**config.mk**
```make
export PLATFORM = sky130hd
export DESIGN_NAME = hsdv_output_stage
export DESIGN_NICKNAME = d
export VERILOG_FILES = /design/src/hsdv_pkg.sv /design/src/hsdv_div_count.sv /design/src/hsdv_edge.sv /design/src/hsdv_output_stage.sv
export SDC_FILE = /design/constraint.sdc
export NUM_CORES = 1
export LEC_CHECK = 0
export BUFFER_PORTS_ARGS = -buffer_cell sky130_fd_sc_hd__buf_2
export CAP_MARGIN = 30
export CORE_MARGIN = 2
export CORE_UTILIZATION = 35
export CTS_CLUSTER_SIZE = 30
export DETAILED_ROUTE_END_ITERATION = 8
export PLACE_DENSITY = 0.62
export SKIP_CTS_REPAIR_TIMING = 1
export SLEW_MARGIN = 10
export SYNTH_ARGS = -nofsm -noshare
export SYNTH_HDL_FRONTEND = slang
export SYNTH_HIERARCHICAL = 1
export SYNTH_SLANG_ARGS = --single-unit
```
**constraint.sdc**
```tcl
create_clock -name core_clk -period 6.3 [get_ports core_clk]
set_input_delay 0.945 -clock core_clk [delete_from_list [all_inputs] [get_ports core_clk]]
set_output_delay 0.945 -clock core_clk [all_outputs]
set_load 0.02 [all_outputs]
```
**src/hsdv_pkg.sv**
```systemverilog
// Package for the output clock divider and phase adjust stage.
// Assumes one 40 MHz core clock; high-speed divider clocks arrive as half-period strobes.
`default_nettype none
package hsdv_pkg;
   // ==========================================================
   // Clock and widths
   localparam int CORE_CLK_HZ = 40000000;
   localparam int MED_W = 7;
   localparam int LOW_W = 25;
   localparam int MCNT_W = 9;
   localparam int LCNT_W = 27;
   localparam int DUTY_W = 8;
   localparam int STEP_W = 8;
   localparam int EV_W = 9;
   // ==========================================================
   // Event vector bit positions
   localparam int EV_ARM_BIT = 0;
   localparam int EV_TRIG_BIT = 1;
   localparam int EV_ANALOG_PLL = 2;
   localparam int EV_DIGITAL_PLL = 3;
   localparam int EV_DIGITAL_PLL_IN = 4;
   localparam int EV_GPIO0 = 5;
   // ==========================================================
   // Source select codes
   localparam logic [3:0] ARM_SRC_BIT = 4'h1;
   localparam logic [3:0] ARM_SRC_ANALOG_PLL = 4'h2;
   localparam logic [3:0] ARM_SRC_DIGITAL_PLL = 4'h3;
   localparam logic [3:0] ARM_SRC_GPIO0 = 4'h4;
   localparam logic [3:0] TRG_SRC_BIT = 4'h0;
   localparam logic [3:0] TRG_SRC_ANALOG_PLL = 4'h1;
   localparam logic [3:0] TRG_SRC_DIGITAL_PLL = 4'h2;
   localparam logic [3:0] TRG_SRC_DIGITAL_PLL_IN = 4'h3;
   localparam logic [3:0] TRG_SRC_GPIO0 = 4'h4;
   localparam logic [1:0] GPIO_SEL_MSB = 2'h1;
   // ==========================================================
   // Misc constants
   localparam logic [MED_W:0] MED_POS_ODD = 8'h7f;
   localparam logic [MED_W:0] MED_POS_EVEN = 8'h80;
   localparam logic [MED_W-1:0] MED_DUAL_MIN = 7'h05;
   localparam logic [LOW_W-1:0] LOW_DUTY_MIN = 25'h0000002;
   localparam logic ADJUST_MODE = 1'b1;

   typedef enum logic [2:0]
   {
      FMT_OFF = 3'h0,
      FMT_CML = 3'h1,
      FMT_HSTL = 3'h2,
      FMT_CMOS_P = 3'h3,
      FMT_CMOS_SAME = 3'h4,
      FMT_CMOS_INV = 3'h5
   } hsdv_fmt_t;

   typedef enum logic [1:0]
   {
      SEQ_IDLE = 2'b00,
      SEQ_ARMED = 2'b01,
      SEQ_BUSY = 2'b10
   } hsdv_seq_t;

   typedef struct packed
   {
      hsdv_fmt_t outputFormatSelect;
      logic outputPolarity;
      logic hsDividerSelect;
      logic dividerEnable;
      logic [MED_W-1:0] mediumDividerRatio;
      logic [LOW_W-1:0] lowDividerRatio;
      logic lowDividerRoute;
      logic negativePinLowDivider;
      logic [DUTY_W-1:0] pulseWidthCount;
   } hsdv_cfg_t;

   typedef struct packed
   {
      logic adjustAlignSelect;
      logic perOutputPhaseEnable;
      logic signed [STEP_W-1:0] phaseStepAmount;
      logic [3:0] armSourceSelect;
      logic [3:0] triggerSourceSelect;
      logic triggerInvert;
   } hsdv_phase_t;

   typedef struct packed
   {
      logic statusArmed;
      logic statusBusy;
      logic adjustDoneLatch;
   } hsdv_status_t;
endpackage : hsdv_pkg
`default_nettype wire

```
**src/hsdv_div_count.sv**
```systemverilog
// Divider counter with separate high and low lengths, counted in input ticks.
// Assumes highLen and lowLen are at least one while run is high.
`default_nettype none
module hsdv_div_count
   import hsdv_pkg::*;
#(
   parameter int W = 9
)
(
   // Clock and reset
   input wire logic core_clk,
   input wire logic sys_rst,
   input wire logic ce,
   // Control
   input wire logic run,
   input wire logic tick,
   input wire logic [W-1:0] highLen,
   input wire logic [W-1:0] lowLen,
   // Divided clock
   output logic divOut,
   output logic divRise,
   output logic divEdge
);
   typedef struct packed
   {
      logic out;
      logic [W-1:0] cnt;
   } hsdv_div_st_t;

   hsdv_div_st_t state_reg;
   hsdv_div_st_t state_next;
   logic [W-1:0] lenNow;
   logic atEnd;

   assign lenNow = state_reg.out ? highLen : lowLen;
   // Compare with >= so a length shortened mid-phase cannot run the count away
   assign atEnd = (state_reg.cnt >= lenNow - W'(1));
   assign divEdge = run && tick && atEnd;
   assign divRise = divEdge && !state_reg.out;
   assign divOut = state_reg.out;

   always_comb
   begin
      state_next = state_reg;
      if (!run)
      begin
         state_next = '0;
      end
      else if (tick)
      begin
         if (atEnd)
         begin
            // Equal high and low lengths give an even split for odd ratios
            state_next.out = !state_reg.out;
            state_next.cnt = '0;
         end
         else
            state_next.cnt = state_reg.cnt + W'(1);
      end
   end

   always_ff @(posedge core_clk or posedge sys_rst)
   begin
      if (sys_rst)
         state_reg <= '0;
      else if (ce)
         state_reg <= state_next;
   end
endmodule : hsdv_div_count
`default_nettype wire

```
**src/hsdv_edge.sv**
```systemverilog
// Rise and fall detector for a vector of synchronous levels.
// Assumes inputs are already synchronous to core_clk.
`default_nettype none
module hsdv_edge
   import hsdv_pkg::*;
#(
   parameter int W = 1
)
(
   // Clock and reset
   input wire logic core_clk,
   input wire logic sys_rst,
   input wire logic ce,
   // Levels and events
   input wire logic [W-1:0] level,
   output logic [W-1:0] rise,
   output logic [W-1:0] fall
);
   typedef struct packed
   {
      logic [W-1:0] prev;
   } hsdv_edge_st_t;

   hsdv_edge_st_t state_reg;
   hsdv_edge_st_t state_next;

   always_comb
   begin
      state_next = state_reg;
      state_next.prev = level;
   end

   always_ff @(posedge core_clk or posedge sys_rst)
   begin
      if (sys_rst)
         state_reg <= '0;
      else if (ce)
         state_reg <= state_next;
   end

   assign rise = {W{ce}} & level & ~state_reg.prev;
   assign fall = {W{ce}} & ~level & state_reg.prev;
endmodule : hsdv_edge
`default_nettype wire

```
**src/hsdv_output_stage.sv**
```systemverilog
// Per-output clock stage: source select, medium and low dividers, duty shaping,
// format and polarity, plus the arm/trigger phase adjust sequencer.
// Assumes config and event inputs are synchronous to core_clk.
//
// How it works
// - Format picks off, CML, HSTL or CMOS; off floats pins, low power.
// - Polarity one inverts the clock sent to the driver.
// - Divider select picks high-speed divider one or two as source.
// - Seven-bit medium divider feeds twenty-five-bit low divider in series.
// - Both dividers keep fifty percent duty for every ratio, odd included.
// - Low divider works only when the medium ratio is above zero.
// - Dual-frequency mode: positive pin from medium, negative adds low divider.
// - Duty shaping needs medium ratio above zero, low above one; zero gives half.
// - Nonzero pulse width gives a pulse of that many medium periods.
// - Polarity zero gives high pulse; polarity one gives low pulse.
// - Shaping lives in low divider; dual mode shapes only negative pin.
// - Phase steps happen in medium divider at half high-speed periods.
// - Arm source: arm bit rise, analog lock, digital lock or GPIO edge.
// - Trigger source: bit rise, locks, digital input rise, GPIO; optional invert.
// - Trigger adjusts only enabled outputs with a nonzero step.
// - Step needs medium ratio above zero and is clamped to ratio limits.
// - Adjustment changes one medium period: positive longer high, negative shorter.
// - Sequencer reset cancels a pending arm and returns to idle.
// - Status shows armed, busy, and a sticky done flag.
`default_nettype none
module hsdv_output_stage
   import hsdv_pkg::*;
(
   // Clock, reset, enable
   input wire logic core_clk,
   input wire logic sys_rst,
   input wire logic ce,
   // High-speed divider half-period strobes
   input wire logic hsHalfTick1,
   input wire logic hsHalfTick2,
   // Configuration
   input wire hsdv_cfg_t cfg,
   input wire hsdv_phase_t phaseCfg,
   // Arm and trigger sources
   input wire logic armRequestBit,
   input wire logic triggerRequestBit,
   input wire logic analogPllLock,
   input wire logic digitalPllLock,
   input wire logic digitalPllInClk,
   input wire logic [3:0] gpioIn,
   input wire logic sequencerReset,
   input wire logic adjustDoneClear,
   // Output pins
   output logic positiveOutputPin,
   output logic positiveOutputOeN,
   output logic negativeOutputPin,
   output logic negativeOutputOeN,
   output logic driverLowPower,
   // Status
   output hsdv_status_t phaseStatusReg
);
   // ==========================================================
   // State
   typedef struct packed
   {
      hsdv_seq_t seq;
      logic adjPending;
      logic adjActive;
      logic doneLatch;
      logic hsLevel;
      logic posOut;
      logic negOut;
      logic posOeN;
      logic negOeN;
      logic lowPower;
   } hsdv_stage_st_t;

   hsdv_stage_st_t state_reg;
   hsdv_stage_st_t state_next;

   // ==========================================================
   // Source clock and enables
   logic hsTick;
   logic stageRun;
   logic medUsed;
   logic lowRun;
   logic dualMode;
   logic dutyOn;

   assign hsTick = cfg.hsDividerSelect ? hsHalfTick2 : hsHalfTick1;
   assign stageRun = cfg.dividerEnable && (cfg.outputFormatSelect != FMT_OFF);
   assign medUsed = stageRun && (cfg.mediumDividerRatio != '0);
   assign dualMode = !cfg.lowDividerRoute && cfg.negativePinLowDivider;
   // Low divider is held in reset without a medium divider in front of it
   assign lowRun = medUsed && (cfg.lowDividerRoute || dualMode);
   assign dutyOn = (cfg.pulseWidthCount != '0) && (cfg.lowDividerRatio >= LOW_DUTY_MIN)
      && (LOW_W'(cfg.pulseWidthCount) <= cfg.lowDividerRatio);

   // ==========================================================
   // Phase step clamp, in half high-speed periods
   logic [MED_W:0] negLimit;
   logic [MED_W:0] posLimit;
   logic signed [MCNT_W:0] stepWide;
   logic signed [MCNT_W:0] stepClamped;

   always_comb
   begin
      negLimit = cfg.mediumDividerRatio[0] ? {1'b0, cfg.mediumDividerRatio} - 8'h01
         : {1'b0, cfg.mediumDividerRatio} - 8'h02;
      if (cfg.mediumDividerRatio == '0)
         negLimit = '0;
      posLimit = cfg.mediumDividerRatio[0] ? MED_POS_ODD - {1'b0, cfg.mediumDividerRatio}
         : MED_POS_EVEN - {1'b0, cfg.mediumDividerRatio};
      stepWide = {{(MCNT_W+1-STEP_W){phaseCfg.phaseStepAmount[STEP_W-1]}},
         phaseCfg.phaseStepAmount};
      stepClamped = stepWide;
      if (stepWide > $signed({2'b00, posLimit}))
         stepClamped = $signed({2'b00, posLimit});
      if (stepWide < -$signed({2'b00, negLimit}))
         stepClamped = -$signed({2'b00, negLimit});
   end

   // ==========================================================
   // Medium divider: counts half ticks, period 2*(ratio+1)
   logic [MCNT_W-1:0] medBase;
   logic [MCNT_W-1:0] medHigh;
   logic medOut;
   logic medRise;
   logic medEdge;

   assign medBase = {2'b00, cfg.mediumDividerRatio} + MCNT_W'(1);
   // Step alters the high time of exactly one medium period
   assign medHigh = state_reg.adjActive
      ? MCNT_W'($signed({1'b0, medBase}) + stepClamped) : medBase;

   hsdv_div_count #(.W(MCNT_W)) medDiv
   (
      .core_clk(core_clk),
      .sys_rst(sys_rst),
      .ce(ce),
      .run(medUsed),
      .tick(hsTick),
      .highLen(medHigh),
      .lowLen(medBase),
      .divOut(medOut),
      .divRise(medRise),
      .divEdge(medEdge)
   );

   // ==========================================================
   // Low divider: counts medium edges, period 2*(ratio+1)
   logic [LCNT_W-1:0] lowPeriod;
   logic [LCNT_W-1:0] lowHigh;
   logic [LCNT_W-1:0] lowLow;
   logic lowOut;

   assign lowPeriod = {cfg.lowDividerRatio, 1'b0} + LCNT_W'(2);
   assign lowHigh = dutyOn ? LCNT_W'({cfg.pulseWidthCount, 1'b0})
      : LCNT_W'({2'b00, cfg.lowDividerRatio} + LCNT_W'(1));
   assign lowLow = lowPeriod - lowHigh;

   hsdv_div_count #(.W(LCNT_W)) lowDiv
   (
      .core_clk(core_clk),
      .sys_rst(sys_rst),
      .ce(ce),
      .run(lowRun),
      .tick(medEdge),
      .highLen(lowHigh),
      .lowLen(lowLow),
      .divOut(lowOut),
      .divRise(),
      .divEdge()
   );

   // ==========================================================
   // Arm and trigger events
   logic [EV_W-1:0] evLevel;
   logic [EV_W-1:0] evRise;
   logic [EV_W-1:0] evFall;
   logic armEvent;
   logic trigEvent;
   logic [1:0] armGpio;
   logic [1:0] trgGpio;

   assign evLevel = {gpioIn, digitalPllInClk, digitalPllLock, analogPllLock,
      triggerRequestBit, armRequestBit};

   hsdv_edge #(.W(EV_W)) evDet
   (
      .core_clk(core_clk),
      .sys_rst(sys_rst),
      .ce(ce),
      .level(evLevel),
      .rise(evRise),
      .fall(evFall)
   );

   assign armGpio = phaseCfg.armSourceSelect[1:0];
   assign trgGpio = phaseCfg.triggerSourceSelect[1:0];

   always_comb
   begin
      armEvent = 1'b0;
      if (phaseCfg.armSourceSelect == ARM_SRC_BIT)
         armEvent = evRise[EV_ARM_BIT];
      else if (phaseCfg.armSourceSelect == ARM_SRC_ANALOG_PLL)
         armEvent = evRise[EV_ANALOG_PLL];
      else if (phaseCfg.armSourceSelect == ARM_SRC_DIGITAL_PLL)
         armEvent = evRise[EV_DIGITAL_PLL];
      else if (phaseCfg.armSourceSelect[3:2] == GPIO_SEL_MSB)
         armEvent = evRise[EV_GPIO0 + armGpio] || evFall[EV_GPIO0 + armGpio];
      // Inverting a rising-edge source makes it fire on the falling edge
      trigEvent = 1'b0;
      if (phaseCfg.triggerSourceSelect == TRG_SRC_BIT)
         trigEvent = phaseCfg.triggerInvert ? evFall[EV_TRIG_BIT] : evRise[EV_TRIG_BIT];
      else if (phaseCfg.triggerSourceSelect == TRG_SRC_ANALOG_PLL)
         trigEvent = phaseCfg.triggerInvert ? evFall[EV_ANALOG_PLL] : evRise[EV_ANALOG_PLL];
      else if (phaseCfg.triggerSourceSelect == TRG_SRC_DIGITAL_PLL)
         trigEvent = phaseCfg.triggerInvert ? evFall[EV_DIGITAL_PLL] : evRise[EV_DIGITAL_PLL];
      else if (phaseCfg.triggerSourceSelect == TRG_SRC_DIGITAL_PLL_IN)
         trigEvent = phaseCfg.triggerInvert ? evFall[EV_DIGITAL_PLL_IN] : evRise[EV_DIGITAL_PLL_IN];
      else if (phaseCfg.triggerSourceSelect[3:2] == GPIO_SEL_MSB)
         trigEvent = phaseCfg.triggerInvert ? evFall[EV_GPIO0 + trgGpio]
            : evRise[EV_GPIO0 + trgGpio];
   end

   // ==========================================================
   // Sequencer and output path
   logic adjApplies;
   logic pClk;
   logic nClk;

   assign adjApplies = phaseCfg.adjustAlignSelect == ADJUST_MODE
      && phaseCfg.perOutputPhaseEnable && (stepClamped != '0) && medUsed;

   always_comb
   begin
      state_next = state_reg;
      // Bypassed medium divider passes the high-speed clock itself
      if (hsTick)
         state_next.hsLevel = !state_reg.hsLevel;
      unique case (state_reg.seq)
         SEQ_IDLE:
         begin
            if (armEvent)
               state_next.seq = SEQ_ARMED;
         end
         SEQ_ARMED:
         begin
            if (trigEvent)
            begin
               state_next.seq = adjApplies ? SEQ_BUSY : SEQ_IDLE;
               state_next.adjPending = adjApplies;
            end
         end
         SEQ_BUSY:
         begin
            if (medRise && state_reg.adjPending)
            begin
               state_next.adjPending = 1'b0;
               state_next.adjActive = 1'b1;
            end
            else if (medRise && state_reg.adjActive)
            begin
               state_next.adjActive = 1'b0;
               state_next.seq = SEQ_IDLE;
            end
            if (!medUsed)
            begin
               state_next.adjPending = 1'b0;
               state_next.adjActive = 1'b0;
               state_next.seq = SEQ_IDLE;
            end
         end
         default:
            state_next.seq = SEQ_IDLE;
      endcase
      if (sequencerReset)
      begin
         state_next.seq = SEQ_IDLE;
         state_next.adjPending = 1'b0;
         state_next.adjActive = 1'b0;
      end
      // A completion in the same cycle as a clear still sets the flag
      if (adjustDoneClear)
         state_next.doneLatch = 1'b0;
      if (state_reg.seq == SEQ_BUSY && state_reg.adjActive && medRise && !sequencerReset)
         state_next.doneLatch = 1'b1;
      state_next.posOut = pClk ^ cfg.outputPolarity;
      state_next.negOut = nClk ^ cfg.outputPolarity;
      state_next.posOeN = !stageRun;
      state_next.negOeN = !stageRun || cfg.outputFormatSelect == FMT_CMOS_P;
      state_next.lowPower = !stageRun;
   end

   always_comb
   begin
      pClk = medUsed ? medOut : state_reg.hsLevel;
      if (lowRun && cfg.lowDividerRoute)
         pClk = lowOut;
      if (!stageRun)
         pClk = 1'b0;
      unique case (cfg.outputFormatSelect)
         FMT_CMOS_SAME: nClk = pClk;
         FMT_CMOS_P: nClk = 1'b0;
         default: nClk = !pClk;
      endcase
      // Dual frequency mode shapes only the negative pin
      if (lowRun && dualMode)
         nClk = lowOut;
   end

   always_ff @(posedge core_clk or posedge sys_rst)
   begin
      if (sys_rst)
         state_reg <= '{seq: SEQ_IDLE, posOeN: 1'b1, negOeN: 1'b1, lowPower: 1'b1,
            default: 1'b0};
      else if (ce)
         state_reg <= state_next;
   end

   assign positiveOutputPin = state_reg.posOut;
   assign negativeOutputPin = state_reg.negOut;
   assign positiveOutputOeN = state_reg.posOeN;
   assign negativeOutputOeN = state_reg.negOeN;
   assign driverLowPower = state_reg.lowPower;
   assign phaseStatusReg.statusArmed = state_reg.seq == SEQ_ARMED;
   assign phaseStatusReg.statusBusy = state_reg.seq == SEQ_BUSY;
   assign phaseStatusReg.adjustDoneLatch = state_reg.doneLatch;
endmodule : hsdv_output_stage
`default_nettype wire

```
==> summary.txt <==
Outcome
  • Status: finished, violations left
  • Violated checks: negative setup slack

Final layout
  • Layout cells sized above 1: 0.3684
  • Core Util, Final: 0.5126
  • Most frequent cells in the layout: 310 x buf_4, 128 x ha_1, 92 x nor2_1
  • Ant diodes: 0
  • # nets final: ~1900
  • Largest register FFs: 27
  • Area Overhead vs Synth: 44.38%
  • Most common library cell in the layout ignoring fill and taps: buf_4

Setup path
  • CP most frequent cell: o21a_1
  • Startpoint type of the worst setup path: input port
  • Slowest-stage cell, CP: or4b_4
  • Critical path peak fanout: 8
  • Total stage count of the critical path: 39
  • FF-to-FF setup slack: 1.57 ns
  • Worst path top cell family by delay: compound AO/OA/AOI/OAI gates
  • Required @ worst endpoint: around 6.6 ns
  • Worst Setup EP: lowDiv/state_reg[14]
  • R2r endpoint: lowDiv/state_reg[14]
  • Critical path buffers and inverters: 5
  • Setup crit end kind: flip-flop
  • Worst path max stage delay: 0.49 ns
  • CP arrival: 8.10 ns
  • Crit Path Category: input port to flip-flop
  • Reg-to-Reg Start: lowDiv/divOut
  • CP Launch Point: cfg[11]
  • R2R depth: 18

Floorplanning
  • Initial Util: 0.3550
  • Rows: ~60
  • Core footprint: between 20000 and 30000 um2
  • Ports: 91
  • Die H: 171.6 um
  • Die width: 171.6 um
  • Die ar.: 29460 um2

Place
  • Placer Congestion: between 0.8 and 0.9
  • IO buf count: 90
  • Placed wire-length estimate: 22.13 mm
  • Pre-CTS WS: -2.108 ns

Timing
  • Slew @ Worst Pin: roughly 0.86 ns
  • Max Slew Vio Count: 0
  • RSZ-0062 raised after global routing: yes
  • Crit share post-route: 1.244
  • Setup violations, final: 43
  • Period minus WS final: between 7 and 8 ns
  • Final hold vios: 0
  • Setup ws final: -1.537 ns
  • Fmax: roughly 130 MHz
  • Slew margin rel.: 0.4235
  • Clk_skew: 0.01164 ns

Clock tree
  • TritonCTS buffer count: 9
  • Clock Tree Buf Depth: 2
  • Sink Count: 57
  • CTS clk-pin slew, worst paths: 0.05 ns
  • Latest clock arrival within the worst-skew pair: 0.33 ns
  • CTS tree: built
  • Clock Root Buffer: clkbuf_16
  • Max H-tree Level: 3

Synthesis
  • Synthesized area: 9836 um2
  • Synth Area per Inst: 7.875 um2
  • Syn Inst Count: 1249
  • Yosys Warn Count: 6

Routing
  • DRT antenna net count: 0
  • # DRC: 0
  • Routed len/inst: 13.60 um
  • Total number of vias: around 10000
  • Pre-antenna DRT Iters: 5
  • Starting DRC count in detailed routing: 474
  • Drt via density: 5.159
  • Final wirelength: 27.40 mm

Global routing
  • Global route total overflow: 0
  • Busiest grt layer: met2
  • Global Route Usage Sum: 0.1779
  • Met1 Usage GRT: 0.2300
  • Vias in the first global route: about 9800
  • Largest net degree at the start of global routing: 44
  • First-pass GRT wire length: 44.07 mm
  • Met2 usage: 0.3218
  • Initial antenna violation count: 0
  • Met3 Use GR: 0.01588

Hold path
  • HP Class: flip-flop to flip-flop

Pwr
  • Leak Pwr: 6.702 nW
  • PwrDens: 152.8 nW/um2
  • Peak VDD IR: between 100 and 150 uV

Run
  • Max-cap violations: 0
[through the flow]
step	total power [mW]	std cells	instance area, um2	hold slack [ns]	setup TNS (ns)
global placement	1.493	1974	13050	0.4622	-65.33
finish	2.170	2015	14200	0.4754	-54.21
CTS	2.076	1991	13400	0.4738	-58.62
global route	2.339	2015	14200	0.5046	-66.39
detailed placement	1.524	1975	13080	0.4674	-73.24
floorplan	1.085	1250	10160	0.4458	-43.88
[report_power, final]
group / switching (mW) / total [mW] / internal (mW)
clock: 0.172 / 0.539 / 0.367
sequential: 0.0254 / 0.416 / 0.391
combinational: 0.583 / 1.22 / 0.633
total: 0.780 / 2.17 / 1.39
[final cells by class]
type | count | area [um2]
Clock buffer | 13 | 260.3
Timing Repair Buffer | 413 | 2987
Fill cell | 2629 | 13500
Tap cell | 378 | 473.0
Inverter | 61 | 249.0
Sequential cell | 57 | 1430
Multi-Input combinational cell | 1090 | 8737
Clock inverter | 3 | 65.06
[how the worst min path moves through the flow]
stage	from	to	slack (ns)	cells after the start
floorplan	state_reg[5]	state_reg[5]	0.45	1
global placement	state_reg[5]	state_reg[5]	0.46	1
detailed placement	state_reg[5]	state_reg[5]	0.47	1
CTS	state_reg[5]	state_reg[5]	0.47	1
global route	state_reg[5]	state_reg[5]	0.50	1
finish	state_reg[5]	state_reg[5]	0.48	1
[metal layers]
layer,share of wire,up-vias
li1,-,5329
met1,0.47,4825
met2,0.49,217
met4,0.011,0
met3,0.031,25
met5,0,-
[worst reg2reg max path, stage by stage (launching register included)]
cell and delay [ns]:
dfrtp_2 0.74, buf_4 0.44, nor3b_1 0.32, o211ai_1 0.18, or4b_4 0.54, or2_4 0.28, nor2_2 0.12, xor2_1 0.15
mux2i_1 0.09, ha_1 0.33, a21oi_2 0.15, nor3_2 0.07, a2111oi_4 0.32, o21ai_2 0.11, a211oi_2 0.28, a21oi_2 0.12
buf_4 0.18, buf_8 0.14, nor2_1 0.11
Note: power is estimated with default switching activity, not from simulation.
